File: config.mk
export PLATFORM = sky130hd
export DESIGN_NAME = crs_core_regs
export DESIGN_NICKNAME = d
export VERILOG_FILES = /design/src/logic/crs_pkg.sv /design/src/logic/crs_alu.sv /design/src/logic/crs_core_regs.sv
export SDC_FILE = /design/constraint.sdc
export NUM_CORES = 2
export LEC_CHECK = 0
export ABC_CLOCK_PERIOD_IN_PS = 36400
export BUFFER_PORTS_ARGS = -buffer_cell sky130_fd_sc_hd__buf_2
export CAP_MARGIN = 25
export CORE_UTILIZATION = 50
export CTS_BUF_LIST = sky130_fd_sc_hd__clkbuf_16
export DETAILED_ROUTE_END_ITERATION = 16
export GPL_TIMING_DRIVEN = 1
export PLACE_DENSITY = 0.75
export SLEW_MARGIN = 10
export SYNTH_ARGS = -nofsm -noshare
export SYNTH_HDL_FRONTEND = slang
export SYNTH_HIERARCHICAL = 1
export SYNTH_SLANG_ARGS = --single-unit
File: constraint.sdc
create_clock -name clock -period 36.4 [get_ports clock]
set_input_delay 1.82 -clock clock [delete_from_list [all_inputs] [get_ports clock]]
set_output_delay 1.82 -clock clock [all_outputs]
set_load 0.01 [all_outputs]
File: src/logic/crs_pkg.sv
// Constants and types shared by the CPU register set.
`default_nettype none
package crs_pkg;

   // ==========================================================
   // Register map seen from the software port
   localparam logic [7:0] ADDR_ACC   = 8'h00;
   localparam logic [7:0] ADDR_IDXX  = 8'h01;
   localparam logic [7:0] ADDR_IDXY  = 8'h02;
   localparam logic [7:0] ADDR_SP    = 8'h03;
   localparam logic [7:0] ADDR_PCLO  = 8'h04;
   localparam logic [7:0] ADDR_PCHI  = 8'h05;
   localparam logic [7:0] ADDR_FLAGS = 8'h06;
   localparam logic [7:0] ADDR_CPU_MODE_CONTROL_REG  = 8'h3b;

   // ==========================================================
   // Field positions
   localparam int FLAG_C     = 0;
   localparam int FLAG_Z     = 1;
   localparam int FLAG_I     = 2;
   localparam int FLAG_D     = 3;
   localparam int FLAG_B     = 4;
   localparam int FLAG_T     = 5;
   localparam int FLAG_V     = 6;
   localparam int FLAG_N     = 7;
   localparam int SPAGE_BIT  = 2;

   // ==========================================================
   // Reset values and decimal correction constants
   localparam logic [7:0]  RST_ACC   = 8'h00;
   localparam logic [7:0]  RST_SP    = 8'hff;
   localparam logic [7:0]  RST_FLAGS = 8'h04;
   localparam logic [15:0] RST_PC    = 16'h0000;
   localparam logic [7:0]  RST_CPU_MODE_CONTROL_REG  = 8'h00;
   localparam logic [7:0]  BCD_SIX   = 8'h06;
   localparam logic [7:0]  BCD_SIXTY = 8'h60;

   // ==========================================================
   // Commands and sequencer states
   typedef enum logic [4:0] {
      OP_NOP       = 5'h00,
      OP_LOAD_A    = 5'h01,
      OP_LOAD_X    = 5'h02,
      OP_LOAD_Y    = 5'h03,
      OP_LOAD_S    = 5'h04,
      OP_ADC       = 5'h05,
      OP_SBC       = 5'h06,
      OP_PUSH_A    = 5'h07,
      OP_POP_A     = 5'h08,
      OP_PUSH_P    = 5'h09,
      OP_POP_P     = 5'h0a,
      OP_SET_FLAG  = 5'h0b,
      OP_CLR_FLAG  = 5'h0c,
      OP_BRANCH    = 5'h0d,
      OP_INDEX_X   = 5'h0e,
      OP_INDEX_Y   = 5'h0f,
      OP_FAST_SET  = 5'h10,
      OP_SLOW_WAIT = 5'h11,
      OP_STOP      = 5'h12,
      OP_WAIT      = 5'h13,
      OP_MULTIPLY  = 5'h14,
      OP_DIVIDE    = 5'h15,
      OP_BREAK     = 5'h16
   } crs_op_t;

   typedef enum logic [3:0] {
      ST_IDLE    = 4'b0001,
      ST_PUSH_HI = 4'b0010,
      ST_PUSH_LO = 4'b0100,
      ST_PUSH_PS = 4'b1000
   } crs_fsm_t;

   // ==========================================================
   // Carriers
   typedef struct packed {
      crs_op_t    op;
      logic [7:0] operand;
      logic [2:0] aux;
      logic [1:0] pcStep;
   } crs_cmd_t;

   typedef struct packed {
      logic [7:0] addr;
      logic [7:0] wdata;
      logic       wr;
      logic       rd;
   } crs_bus_t;

   typedef struct packed {
      logic [7:0] result;
      logic       c;
      logic       z;
      logic       v;
      logic       n;
   } crs_alu_out_t;

   typedef struct packed {
      crs_fsm_t    fsm;
      logic [7:0]  acc;
      logic [7:0]  idxX;
      logic [7:0]  idxY;
      logic [7:0]  sp;
      logic [15:0] pc;
      logic [7:0]  flags;
      logic [7:0]  cpuMode;
      logic        brkEntry;
      logic [7:0]  rdata;
      logic [15:0] eaX;
      logic [15:0] eaY;
      logic [15:0] stackAddr;
      logic        busy;
      logic        done;
      logic        taken;
      logic        illegal;
      logic        stopped;
      logic        waiting;
      logic        zvnValid;
   } crs_state_t;

endpackage
`default_nettype wire

File: src/logic/crs_alu.sv
// Adder for add and subtract with carry, binary or decimal corrected.
`timescale 1ns/100ps
`default_nettype none
module crs_alu
   import crs_pkg::*;
(
   input  wire logic [7:0]   a,
   input  wire logic [7:0]   b,
   input  wire logic         carryIn,
   input  wire logic         decimalMode,
   input  wire logic         subtract,
   output crs_alu_out_t      res
);
   logic [7:0] bb;
   logic [8:0] sum;
   logic [4:0] lowNib;
   logic [8:0] adj;

   always_comb begin
      bb     = subtract ? ~b : b;
      sum    = {1'b0, a} + {1'b0, bb} + {8'h00, carryIn};
      lowNib = {1'b0, a[3:0]} + {1'b0, bb[3:0]} + {4'h0, carryIn};
      adj    = sum;
      // In decimal mode only the result and carry are corrected; the other flags are
      // taken from the binary sum and are not meaningful.
      if (decimalMode) begin
         if (!subtract) begin
            if (lowNib > 5'd9) begin
               adj = adj + {1'b0, BCD_SIX};
            end
            if (adj > 9'h099) begin
               adj = {1'b1, adj[7:0] + BCD_SIXTY};
            end
         end else begin
            if (!lowNib[4]) begin
               adj = {adj[8], adj[7:0] - BCD_SIX};
            end
            if (!sum[8]) begin
               adj = {1'b0, adj[7:0] - BCD_SIXTY};
            end
         end
      end
      res.result = adj[7:0];
      res.c      = adj[8];
      res.z      = (sum[7:0] == 8'h00);
      res.v      = (a[7] == bb[7]) && (sum[7] != a[7]);
      res.n      = sum[7];
   end
endmodule
`default_nettype wire

File: src/logic/crs_core_regs.sv
// Programmer-visible register set with stack, flags and program counter.
//
// Our own choices: the address map and the strobed register port.
`timescale 1ns/100ps
`default_nettype none
// Behaviour
// - Eight-bit accumulator carries data operations.
// - First index adds operand for effective address.
// - Second index adds operand for effective address.
// - Eight-bit stack pointer marks stack location.
// - Stack address low byte is stack pointer.
// - Stack address high byte follows page bit.
// - Sixteen-bit counter of two bytes, next instruction.
// - Status register: four result, four control flags.
// - Branches test carry, zero, overflow, negative.
// - Decimal mode leaves zero, overflow, negative invalid.
// - Push and pop accumulator and flags.
// - Fast-set and slow-wait opcodes are unusable.
// - Stop, wait, multiply, divide are supported.
// - Flag bit order carry through negative.
// - Interrupt disable blocks all but break.
// - Decimal flag selects decimal add/subtract.
// - Page bit lives in mode register 003B.
module crs_core_regs
   import crs_pkg::*;
(
   input  wire logic         clock,
   input  wire logic         rst_n,
   input  wire crs_bus_t     busReq,
   output logic [7:0]        busRdata,
   input  wire logic         cmdValid,
   input  wire crs_cmd_t     cmd,
   input  wire logic         irqReq,
   input  wire logic [15:0]  irqVector,
   output logic              cmdBusy,
   output logic              cmdDone,
   output logic [7:0]        accOut,
   output logic [7:0]        idxXOut,
   output logic [7:0]        idxYOut,
   output logic [7:0]        spOut,
   output logic [15:0]       pcOut,
   output logic [7:0]        flagsOut,
   output logic [15:0]       stackAddr,
   output logic [15:0]       eaX,
   output logic [15:0]       eaY,
   output logic              branchTaken,
   output logic              illegalOp,
   output logic              stopped,
   output logic              waiting,
   output logic              zvnValid
);

   // ==========================================================
   // State and stack storage
   crs_state_t   q;
   crs_state_t   d;
   crs_alu_out_t aluRes;
   logic [7:0]   stackMem [0:511];
   logic         memWe;
   logic [8:0]   memAddr;
   logic [7:0]   memData;
   logic [7:0]   popData;
   logic         accept;
   logic         irqGo;
   logic         condBit;
   logic [15:0]  product;
   logic [15:0]  pcNext;

   function automatic logic [7:0] read_reg(input crs_state_t s, input logic [7:0] a);
      logic [7:0] r;
      r = 8'h00;
      unique case (a)
         ADDR_ACC:   r = s.acc;
         ADDR_IDXX:  r = s.idxX;
         ADDR_IDXY:  r = s.idxY;
         ADDR_SP:    r = s.sp;
         ADDR_PCLO:  r = s.pc[7:0];
         ADDR_PCHI:  r = s.pc[15:8];
         ADDR_FLAGS: r = s.flags;
         ADDR_CPU_MODE_CONTROL_REG:  r = s.cpuMode;
         default:    r = 8'h00;
      endcase
      return r;
   endfunction

   function automatic logic [8:0] stack_loc(input logic page, input logic [7:0] ptr);
      return {page, ptr};
   endfunction

   crs_alu u_alu (
      .a           (q.acc),
      .b           (cmd.operand),
      .carryIn     (q.flags[FLAG_C]),
      .decimalMode (q.flags[FLAG_D]),
      .subtract    (cmd.op == OP_SBC),
      .res         (aluRes)
   );

   // ==========================================================
   // Next-state logic
   always_comb begin
      d       = q;
      d.done  = 1'b0;
      d.taken = 1'b0;
      memWe   = 1'b0;
      memAddr = stack_loc(q.cpuMode[SPAGE_BIT], q.sp);
      memData = 8'h00;
      popData = stackMem[stack_loc(q.cpuMode[SPAGE_BIT], q.sp + 8'h01)];
      product = {8'h00, q.acc} * {8'h00, cmd.operand};
      pcNext  = q.pc + {14'h0000, cmd.pcStep};
      // A masked request still ends a stop or wait, but is not entered.
      irqGo   = (q.fsm == ST_IDLE) && irqReq && !q.flags[FLAG_I];
      accept  = cmdValid && (q.fsm == ST_IDLE) && !irqGo && !q.stopped && !q.waiting;
      unique case (cmd.aux[1:0])
         2'd0: condBit = q.flags[FLAG_C];
         2'd1: condBit = q.flags[FLAG_Z];
         2'd2: condBit = q.flags[FLAG_V];
         2'd3: condBit = q.flags[FLAG_N];
      endcase
      if (irqReq) begin
         d.stopped = 1'b0;
         d.waiting = 1'b0;
      end
      unique case (q.fsm)
         ST_IDLE: begin
            if (irqGo) begin
               d.brkEntry = 1'b0;
               d.fsm      = ST_PUSH_HI;
            end else if (accept) begin
               d.done    = 1'b1;
               d.illegal = 1'b0;
               d.pc      = pcNext;
               unique case (cmd.op)
                  OP_NOP:    d.illegal = 1'b0;
                  OP_LOAD_A: begin
                     d.acc          = cmd.operand;
                     d.flags[FLAG_Z] = (cmd.operand == 8'h00);
                     d.flags[FLAG_N] = cmd.operand[7];
                  end
                  OP_LOAD_X: d.idxX = cmd.operand;
                  OP_LOAD_Y: d.idxY = cmd.operand;
                  OP_LOAD_S: d.sp = cmd.operand;
                  OP_ADC, OP_SBC: begin
                     d.acc           = aluRes.result;
                     d.flags[FLAG_C] = aluRes.c;
                     d.flags[FLAG_Z] = aluRes.z;
                     d.flags[FLAG_V] = aluRes.v;
                     d.flags[FLAG_N] = aluRes.n;
                  end
                  OP_PUSH_A, OP_PUSH_P: begin
                     memWe   = 1'b1;
                     memData = (cmd.op == OP_PUSH_A) ? q.acc : q.flags;
                     d.sp    = q.sp - 8'h01;
                  end
                  OP_POP_A: begin
                     d.sp            = q.sp + 8'h01;
                     d.acc           = popData;
                     d.flags[FLAG_Z] = (popData == 8'h00);
                     d.flags[FLAG_N] = popData[7];
                  end
                  OP_POP_P: begin
                     d.sp            = q.sp + 8'h01;
                     d.flags         = popData;
                     d.flags[FLAG_B] = 1'b0;
                  end
                  OP_SET_FLAG, OP_CLR_FLAG: begin
                     // The break flag has no set or clear form and always reads zero.
                     if (cmd.aux != 3'(FLAG_B)) begin
                        d.flags[cmd.aux] = (cmd.op == OP_SET_FLAG);
                     end
                  end
                  OP_BRANCH: begin
                     if (condBit == cmd.aux[2]) begin
                        d.pc    = pcNext + {{8{cmd.operand[7]}}, cmd.operand};
                        d.taken = 1'b1;
                     end
                  end
                  OP_INDEX_X: d.eaX = {8'h00, cmd.operand} + {8'h00, q.idxX};
                  OP_INDEX_Y: d.eaY = {8'h00, cmd.operand} + {8'h00, q.idxY};
                  OP_FAST_SET, OP_SLOW_WAIT: begin
                     d.illegal = 1'b1;
                     d.pc      = q.pc;
                  end
                  OP_STOP: d.stopped = 1'b1;
                  OP_WAIT: d.waiting = 1'b1;
                  OP_MULTIPLY: begin
                     d.acc  = product[7:0];
                     d.idxY = product[15:8];
                  end
                  OP_DIVIDE: begin
                     // Division by zero leaves both registers untouched.
                     if (cmd.operand != 8'h00) begin
                        d.acc  = q.acc / cmd.operand;
                        d.idxY = q.acc % cmd.operand;
                     end
                  end
                  OP_BREAK: begin
                     d.brkEntry = 1'b1;
                     d.fsm      = ST_PUSH_HI;
                  end
                  default: d.illegal = 1'b1;
               endcase
            end
         end
         // Only the counter and flags are stacked on entry; the rest is up to software.
         ST_PUSH_HI: begin
            memWe   = 1'b1;
            memData = q.pc[15:8];
            d.sp    = q.sp - 8'h01;
            d.fsm   = ST_PUSH_LO;
         end
         ST_PUSH_LO: begin
            memWe   = 1'b1;
            memData = q.pc[7:0];
            d.sp    = q.sp - 8'h01;
            d.fsm   = ST_PUSH_PS;
         end
         ST_PUSH_PS: begin
            memWe           = 1'b1;
            memData         = q.flags;
            memData[FLAG_B] = q.brkEntry;
            d.sp            = q.sp - 8'h01;
            d.flags[FLAG_I] = 1'b1;
            d.pc            = irqVector;
            d.fsm           = ST_IDLE;
         end
         default: d.fsm = ST_IDLE;
      endcase
      // Software writes land after the command so that a write always sticks.
      if (busReq.wr) begin
         unique case (busReq.addr)
            ADDR_ACC:   d.acc = busReq.wdata;
            ADDR_IDXX:  d.idxX = busReq.wdata;
            ADDR_IDXY:  d.idxY = busReq.wdata;
            ADDR_SP:    d.sp = busReq.wdata;
            ADDR_PCLO:  d.pc[7:0] = busReq.wdata;
            ADDR_PCHI:  d.pc[15:8] = busReq.wdata;
            ADDR_FLAGS: d.flags = {busReq.wdata[7:5], 1'b0, busReq.wdata[3:0]};
            ADDR_CPU_MODE_CONTROL_REG:  d.cpuMode = busReq.wdata;
            default:    d.cpuMode = d.cpuMode;
         endcase
      end
      d.rdata     = busReq.rd ? read_reg(q, busReq.addr) : 8'h00;
      d.stackAddr = {7'h00, d.cpuMode[SPAGE_BIT], d.sp};
      d.busy      = (d.fsm != ST_IDLE);
      d.zvnValid  = !d.flags[FLAG_D];
   end

   // ==========================================================
   // Registers
   always_ff @(posedge clock or negedge rst_n) begin
      if (!rst_n) begin
         q           <= '0;
         q.fsm       <= ST_IDLE;
         q.acc       <= RST_ACC;
         q.sp        <= RST_SP;
         q.pc        <= RST_PC;
         q.flags     <= RST_FLAGS;
         q.cpuMode   <= RST_CPU_MODE_CONTROL_REG;
         q.stackAddr <= {8'h00, RST_SP};
         q.zvnValid  <= 1'b1;
      end else begin
         q <= d;
      end
   end

   // The stack area holds no reset; its contents are undefined until pushed.
   always_ff @(posedge clock) begin
      if (memWe) begin
         stackMem[memAddr] <= memData;
      end
   end

   assign busRdata    = q.rdata;
   assign cmdBusy     = q.busy;
   assign cmdDone     = q.done;
   assign accOut      = q.acc;
   assign idxXOut     = q.idxX;
   assign idxYOut     = q.idxY;
   assign spOut       = q.sp;
   assign pcOut       = q.pc;
   assign flagsOut    = q.flags;
   assign stackAddr   = q.stackAddr;
   assign eaX         = q.eaX;
   assign eaY         = q.eaY;
   assign branchTaken = q.taken;
   assign illegalOp   = q.illegal;
   assign stopped     = q.stopped;
   assign waiting     = q.waiting;
   assign zvnValid    = q.zvnValid;

   // ==========================================================
   // Checks
   property p_accLoad;
      @(posedge clock) disable iff (!rst_n)
      (accept && cmd.op == OP_LOAD_A && !busReq.wr) |=> (accOut == $past(cmd.operand));
   endproperty
   a_accLoad: assert property (p_accLoad) else $error("accumulator load lost");

   property p_indexX;
      @(posedge clock) disable iff (!rst_n)
      (accept && cmd.op == OP_INDEX_X) |=> (eaX == $past(cmd.operand) + $past(idxXOut));
   endproperty
   a_indexX: assert property (p_indexX) else $error("first index address wrong");

   property p_indexY;
      @(posedge clock) disable iff (!rst_n)
      (accept && cmd.op == OP_INDEX_Y) |=> (eaY == $past(cmd.operand) + $past(idxYOut));
   endproperty
   a_indexY: assert property (p_indexY) else $error("second index address wrong");

   property p_stackLow;
      @(posedge clock) disable iff (!rst_n)
      stackAddr[7:0] == spOut;
   endproperty
   a_stackLow: assert property (p_stackLow) else $error("stack low byte wrong");

   property p_stackHigh;
      @(posedge clock) disable iff (!rst_n)
      stackAddr[15:8] == (q.cpuMode[SPAGE_BIT] ? 8'h01 : 8'h00);
   endproperty
   a_stackHigh: assert property (p_stackHigh) else $error("stack page wrong");

   property p_pushDec;
      @(posedge clock) disable iff (!rst_n)
      (accept && cmd.op == OP_PUSH_A && !busReq.wr) |=> (spOut == $past(spOut) - 8'h01);
   endproperty
   a_pushDec: assert property (p_pushDec) else $error("push did not decrement");

   property p_masked;
      @(posedge clock) disable iff (!rst_n)
      (q.fsm == ST_IDLE && irqReq && q.flags[FLAG_I] && !(cmdValid && cmd.op == OP_BREAK))
         |=> !cmdBusy;
   endproperty
   a_masked: assert property (p_masked) else $error("masked request entered");

   property p_entry;
      @(posedge clock) disable iff (!rst_n)
      irqGo |=> cmdBusy [*3] ##1 (!cmdBusy && flagsOut[FLAG_I]);
   endproperty
   a_entry: assert property (p_entry) else $error("entry sequence length wrong");

   property p_illegal;
      @(posedge clock) disable iff (!rst_n)
      (accept && cmd.op == OP_FAST_SET && !busReq.wr) |=> (illegalOp && $stable(accOut));
   endproperty
   a_illegal: assert property (p_illegal) else $error("unusable opcode ran");

   property p_breakZero;
      @(posedge clock) disable iff (!rst_n)
      !flagsOut[FLAG_B];
   endproperty
   a_breakZero: assert property (p_breakZero) else $error("break flag held one");

endmodule
`default_nettype wire

Yosys cells after proc, flatten, opt, wreduce, memory -nomap -nowiden
Memories as Yosys holds them, arrays and structs flattened.
Cells that the tools add are included.
{"block": "totals", "output_inout_bits": 119, "in_bits": 56, "elab_cells": 198, "ff_bits": 125, "ram_bits": 4096, "memories": 1}
{"memory": "stackMem", "depth": 512, "word_bits": 8, "read_ports": 1, "rd_clocked_by_memory_dff": 0, "write_ports": 1, "line_no": "crs_core_regs.sv:58", "rtl": "logic [7:0] stackMem [0:511];"}
{"block": "op_classes", "add_sub_neg": 14, "muxes": 78, "eq_ne": 41, "n_reduce_logical": 34, "magnitude_cmp": 4, "div": 2, "multipliers": 1, "bitwise_logic": 2}
{"op": "$mux 8", "count": 23}
{"op": "$mux 9", "count": 9}
{"op": "$mux 64", "count": 1}
{"op": "$pmux 16 s2", "count": 2}
{"op": "$pmux 8 s8", "count": 1}
{"op": "$mux 60", "count": 1}
{"op": "$mux 56", "count": 1}
{"op": "$pmux 8 s3", "count": 2}
{"op": "$eq 5x4->1 const B", "count": 8}
{"op": "$pmux 8 s5", "count": 1}
{"op": "$eq 5x5->1 const B", "count": 7}
{"op": "$logic_not 8->1", "count": 4}
{"op": "$pmux 8 s4", "count": 1}
{"op": "$add 8x8->9", "count": 3}
{"op": "$eq 8x3->1 const B", "count": 3}
{"op": "$mux 24", "count": 1}
{"op": "$reduce_or 21->1", "count": 1}
{"op": "$eq 5x3->1 const B", "count": 4}
{"op": "$mux 5", "count": 4}
{"op": "$add 16x16->16", "count": 1}
{"op": "$add 16x2->16", "count": 1}
{"op": "$eq 8x2->1 const B", "count": 2}
{"op": "$mul 8x8->16", "count": 1}
{"op": "$mux 16", "count": 1}
{"op": "54 further kinds", "count": 93}

Logic depth before layout (Yosys ltp)
{"block": "depth", "depth_word": 19, "depth_mapped": 62, "ltp_nobuf": 58}

Hierarchy
Netlist, hierarchy kept.
{"mod": "crs_core_regs", "seq_area_each_um2": 125564.2, "area_each_um2": 171268.0, "cells_per_inst": 8767, "instances": 1}
{"mod": "crs_alu", "seq_area_each_um2": 0.0, "area_each_um2": 1355.0, "cells_per_inst": 186, "instances": 1}

Worst setup path after synthesis
No wires, ideal clock.
{"block": "synth_timing", "path_kind": "input -> register", "from": "input port cmd[15] (netlist name)", "to": "memory stackMem[0][3], data pin", "path_slack_ns": 9.444, "t_required_ns": 32.232, "arrival_ns": 22.788, "stages": 7, "setup_time_ns": 4.168, "n_path_buf": 1, "cell_sequence": "clkbuf_1 > nor2b_1 > nand2_1 > o21a_1 > nor3b_1 > nand2_1 > o21ai_0"}
{"block": "synth_via", "elab_chain_cells": 6, "elab_cells_between_ends": 8, "classes_between": "eq/ne: 2; mux: 5; reduce/logical: 1"}
{"item": "start: declaration", "line_no": "crs_core_regs.sv:32", "rtl": "input wire crs_cmd_t cmd,"}
{"item": "$eq 5x3->1 or $eq 5x4->1 (tied branches)", "line_no": "crs_core_regs.sv:133, crs_core_regs.sv:152"}
{"item": "$mux 8 or $reduce_or 2->1 (tied branches)", "line_no": "crs_core_regs.sv:152, crs_core_regs.sv:133"}
{"item": "$mux 8 *", "line_no": "crs_core_regs.sv:133", "rtl": "unique case (cmd.op)"}
{"item": "$mux 8 *", "line_no": "crs_core_regs.sv:129", "rtl": "end else if (accept) begin"}
{"item": "$mux 8 *", "line_no": "crs_core_regs.sv:126", "rtl": "if (irqGo) begin"}
{"item": "$pmux 8 s4 *", "line_no": "crs_core_regs.sv:124", "rtl": "unique case (q.fsm)"}
{"item": "via memData[3]", "line_no": "crs_core_regs.sv:61", "rtl": "logic [7:0] memData;"}
{"item": "end: declaration", "line_no": "crs_core_regs.sv:58"}
Mark *: on every way through the listed nets, which the timed path passes. The rest lies on a longest branch.

==> summary.md <==
| Metric | Value |
|---|---|
| Outcome | `finished, final reports clean` |
| Fillcell total | `24,800` |
| Final Util | `0.557` |
| Mux share of post-synthesis cell area | `0.159` |
| Area leader, netlist | `edfxtp_1` |
| RSZ-0062 raised after global routing | `no` |
| Initial core utilization | `0.503` |
| Root Buffer Master | `clkbuf_16` |
| Mapped Cells | `8,953` |
| Seq pwr share | `0.378` |
| Worst slew margin | `0.132` |
| Drt via density | `6.59` |
| Reg clk slew, reported paths | `70 ps` |
| Startpoint type of the worst setup path | `primary input` |
| CP Data Required Time | `37,250 ps` |
| Final worst-path cycle share | `0.394` |
| Synthesis-stage register bit count | `4,198` |
| Worst path slowest cell | `or4_1` |
| CP Data Arrival Time | `15,170 ps` |
| WP buf/inv | `2` |
| XOR/XNOR Fraction of Synth Area | `0.00475` |
| Cell family with most CP delay | `compound AO/OA/AOI/OAI gates` |
| Final Hold Vio Count | `0` |
| Setup Skew | `70.1 ps` |
| TNS Setup | `0 ps` |
| HPWL Detailed | `276,000 um` |
| Worst Path Class, Setup | `primary input to register` |
| Fraction of registers with async set or reset after synthesis | `0.0243` |
| Mean Syn Cell Area | `19.3 um^2` |
| Setup crit end kind | `register` |
| Sequential share of the synthesized area | `0.727` |
| Leak | `61.4 nW` |
| CTS Sinks | `4,198` |
| CTS buffer count | `400` |
| Synth warn | `6` |
| Primary FF master, synth | `edfxtp_1` |
| # IOs | `175` |
| Critical Path Most Common Cell | `o21a_1` |
| CTS tree | `done` |
| Achievable Freq | `69.8 MHz` |
| Number of synthesized flops with an enable pin | `4,096` |
| Internal Dissipation | `9.72 mW` |
| CP max stage delay | `700 ps` |
| TritonRoute pass-1 iters | `9` |
| Measured slew at the worst slew-check pin | `1300 ps` |
| Hold-fix buffers, CTS | `0` |
| Area of the die | `348,000 um^2` |
| Clock power share | `0.284` |
| Routability cong. | `0.917` |
| Die Y | `590 um` |
| Die X | `590 um` |
| Total number of vias | `92,200` |
| Adder-cell share of the synthesized area | `0.0142` |
| DR WL/cell | `33.1 um` |
| Main combinational cell family by area after synthesis | `multiplexers` |
| Initial antenna violation count | `17` |
| Final ANT Viol Nets | `0` |
| CP Max Fanout | `27` |
| Area growth, synth to finish | `10.8%` |
| First-pass GRT wire length | `662,000 um` |
| Clk_lat worst skew | `990 ps` |
| Net switching power | `4.98 mW` |
| Hold WC Path Type | `register to register` |
| DRC | `0` |
| CTS max path bufs | `4` |
| Largest net degree at the start of global routing | `233` |
| Logic pwr share | `0.338` |
| Cell variety after synth | `103` |
| Mapped Area | `173,000 um^2` |
| H-tree level count | `5` |
| Row count | `215` |
| MaxCap Viol Count | `0` |
| Area contributors post-synth | `edfxtp_1 (71%), mux4_2 (15%), nor2_1 (1.5%)` |
| Post-synth top area share | `0.713` |
| Pwr/cell area | `76.8 nW/um^2` |
| IO buf count | `153` |
| Simple logic cell fraction of the synthesized area | `0.0430` |
| Switching share of power | `0.339` |
| Vias in the first global route | `91,600` |
| Post-CTS sizing | `0` |
| Gr usage total | `0.263` |
| Layout cell share with drive strength beyond 1 | `0.235` |
| Post-CTS setup buffers | `0` |
| Core area | `343,000 um^2` |
| Tmin final | `14,320 ps` |
| Nets | `9,312` |
| First DRT Iteration DRCs | `13,400` |
| Grt ovf | `0` |
| # setup viols final | `0` |
| Fin. max-slew vios | `0` |
| DRT Wirelength | `463,000 um` |
| Synth Area in Compound Gates | `0.0294` |
| VDD IR max | `73.0 uV` |
-- cells in the mapped netlist (all sizes together), types with 68 or more instances --
cell type,number
a21oi,164
a32oi,68
buf,365
clkbuf,288
dfrtp,91
edfxtp,4096
ha,127
inv,94
mux2i,124
mux4,1148
nand2,556
nand3,158
nor2,700
nor3,69
o21ai,117
-- worst register-to-register path, delay by kind of cell (launching register included) --
kind / cells / cell delay [ps]
flops: 1 / 390
simple gates: 5 / 1170
mux: 3 / 770
compound gates: 37 / 7680
fa+ha+maj: 7 / 2140
buf+inv: 1 / 220
-- logic make-up after synthesis --
| group | count (synthesis) |
|---|---|
| buffers and inverters | 749 |
| AOI/OAI and AO/OA | 720 |
| muxes | 1307 |
| xor gates and xnor gates | 92 |
| DFF | 4198 |
| and+or+nand+nor | 1716 |
| adders and majority gates | 170 |
| other | 1 |
-- path summary, 6_finish.rpt --
check	start	end	slack [ps]	cells after the start
max	cmd[12]	idxYOut[0]	22080	56
min	eaY[4]	eaY[4]	480	2
max reg2reg	accOut[7]	idxYOut[0]	23900	53
min reg2reg	eaY[4]	eaY[4]	480	2
max in group asynchronous	rst_n	pcOut[1]	34570	3
min in group asynchronous	rst_n	cmdDone	780	1
-- flip-flops by register name (all words and copies together), names as in the netlist, 2 cells and up --
register,cells
q,12
stackAddr,2
stackMem,4096
spOut,7
accOut,8
eaY,9
flagsOut,8
busRdata,8
eaX,9
idxYOut,8
pcOut,16
idxXOut,8
-- metal layers --
metal	track usage	up-vias	wire length (um)
met5	0	-	82
met4	0.122	14	24100
met3	0.0608	1088	52800
met2	0.418	6463	221000
met1	0.349	48000	165000
li1	-	36600	-
-- metrics by stage --
stage               total power, mW  cells  instance area [um^2]  worst slack (ps)  hold WS [ps]
floorplan                      9.06   8973                173000              9440           451
global placement               10.5  13200                178000             21310           460
detailed placement             10.5  13200                178000             21210           468
CTS                            14.7  14000                191000             22210           484
global route                   15.1  14000                191000             20940           501
finish                         14.7  14000                191000             22080           478
-- layout make-up --
class / count / area (um^2) / share of cell area
diodes: 19 / 47.5 / 0.000249
clock buffers: 407 / 10200 / 0.0532
clock inverters: 321 / 2860 / 0.0149
inverters: 96 / 360 / 0.00188
multi-input cells: 4026 / 43700 / 0.229
flip-flops and latches: 4198 / 126000 / 0.657
well taps: 4557 / 5700 / 0.0298
repair buffers: 364 / 2820 / 0.0147
-- layout by cell type (no fill, tap or decap), types with 46 or more instances in the layout --
cell and instances:
a21oi_1 164, a22oi_1 52, a32oi_1 68, buf_2 153, buf_4 177, clkbuf_16 407, clkinv_1 90, clkinv_2 67
dfrtp_1 91, edfxtp_1 4096, ha_1 126, inv_1 158, mux2i_1 123, mux4_2 1148, nand2_1 551, nand3_1 146
nand4_1 49, nor2_1 693, nor3_1 64, o21ai_0 109, xnor2_1 46
-- power groups by stage --
stage          Clock (mW)  Sequential, mW  Combinational (mW)
6_report             4.17            5.55                4.97
5_1_grt              4.36            5.55                5.19
4_1_cts              4.19            5.55                4.93
3_5_place_dp            0            5.65                4.89
3_3_place_gp            0            5.65                4.84
2_1_floorplan           0            5.73                3.33
(Power assumes the default switching activity.)
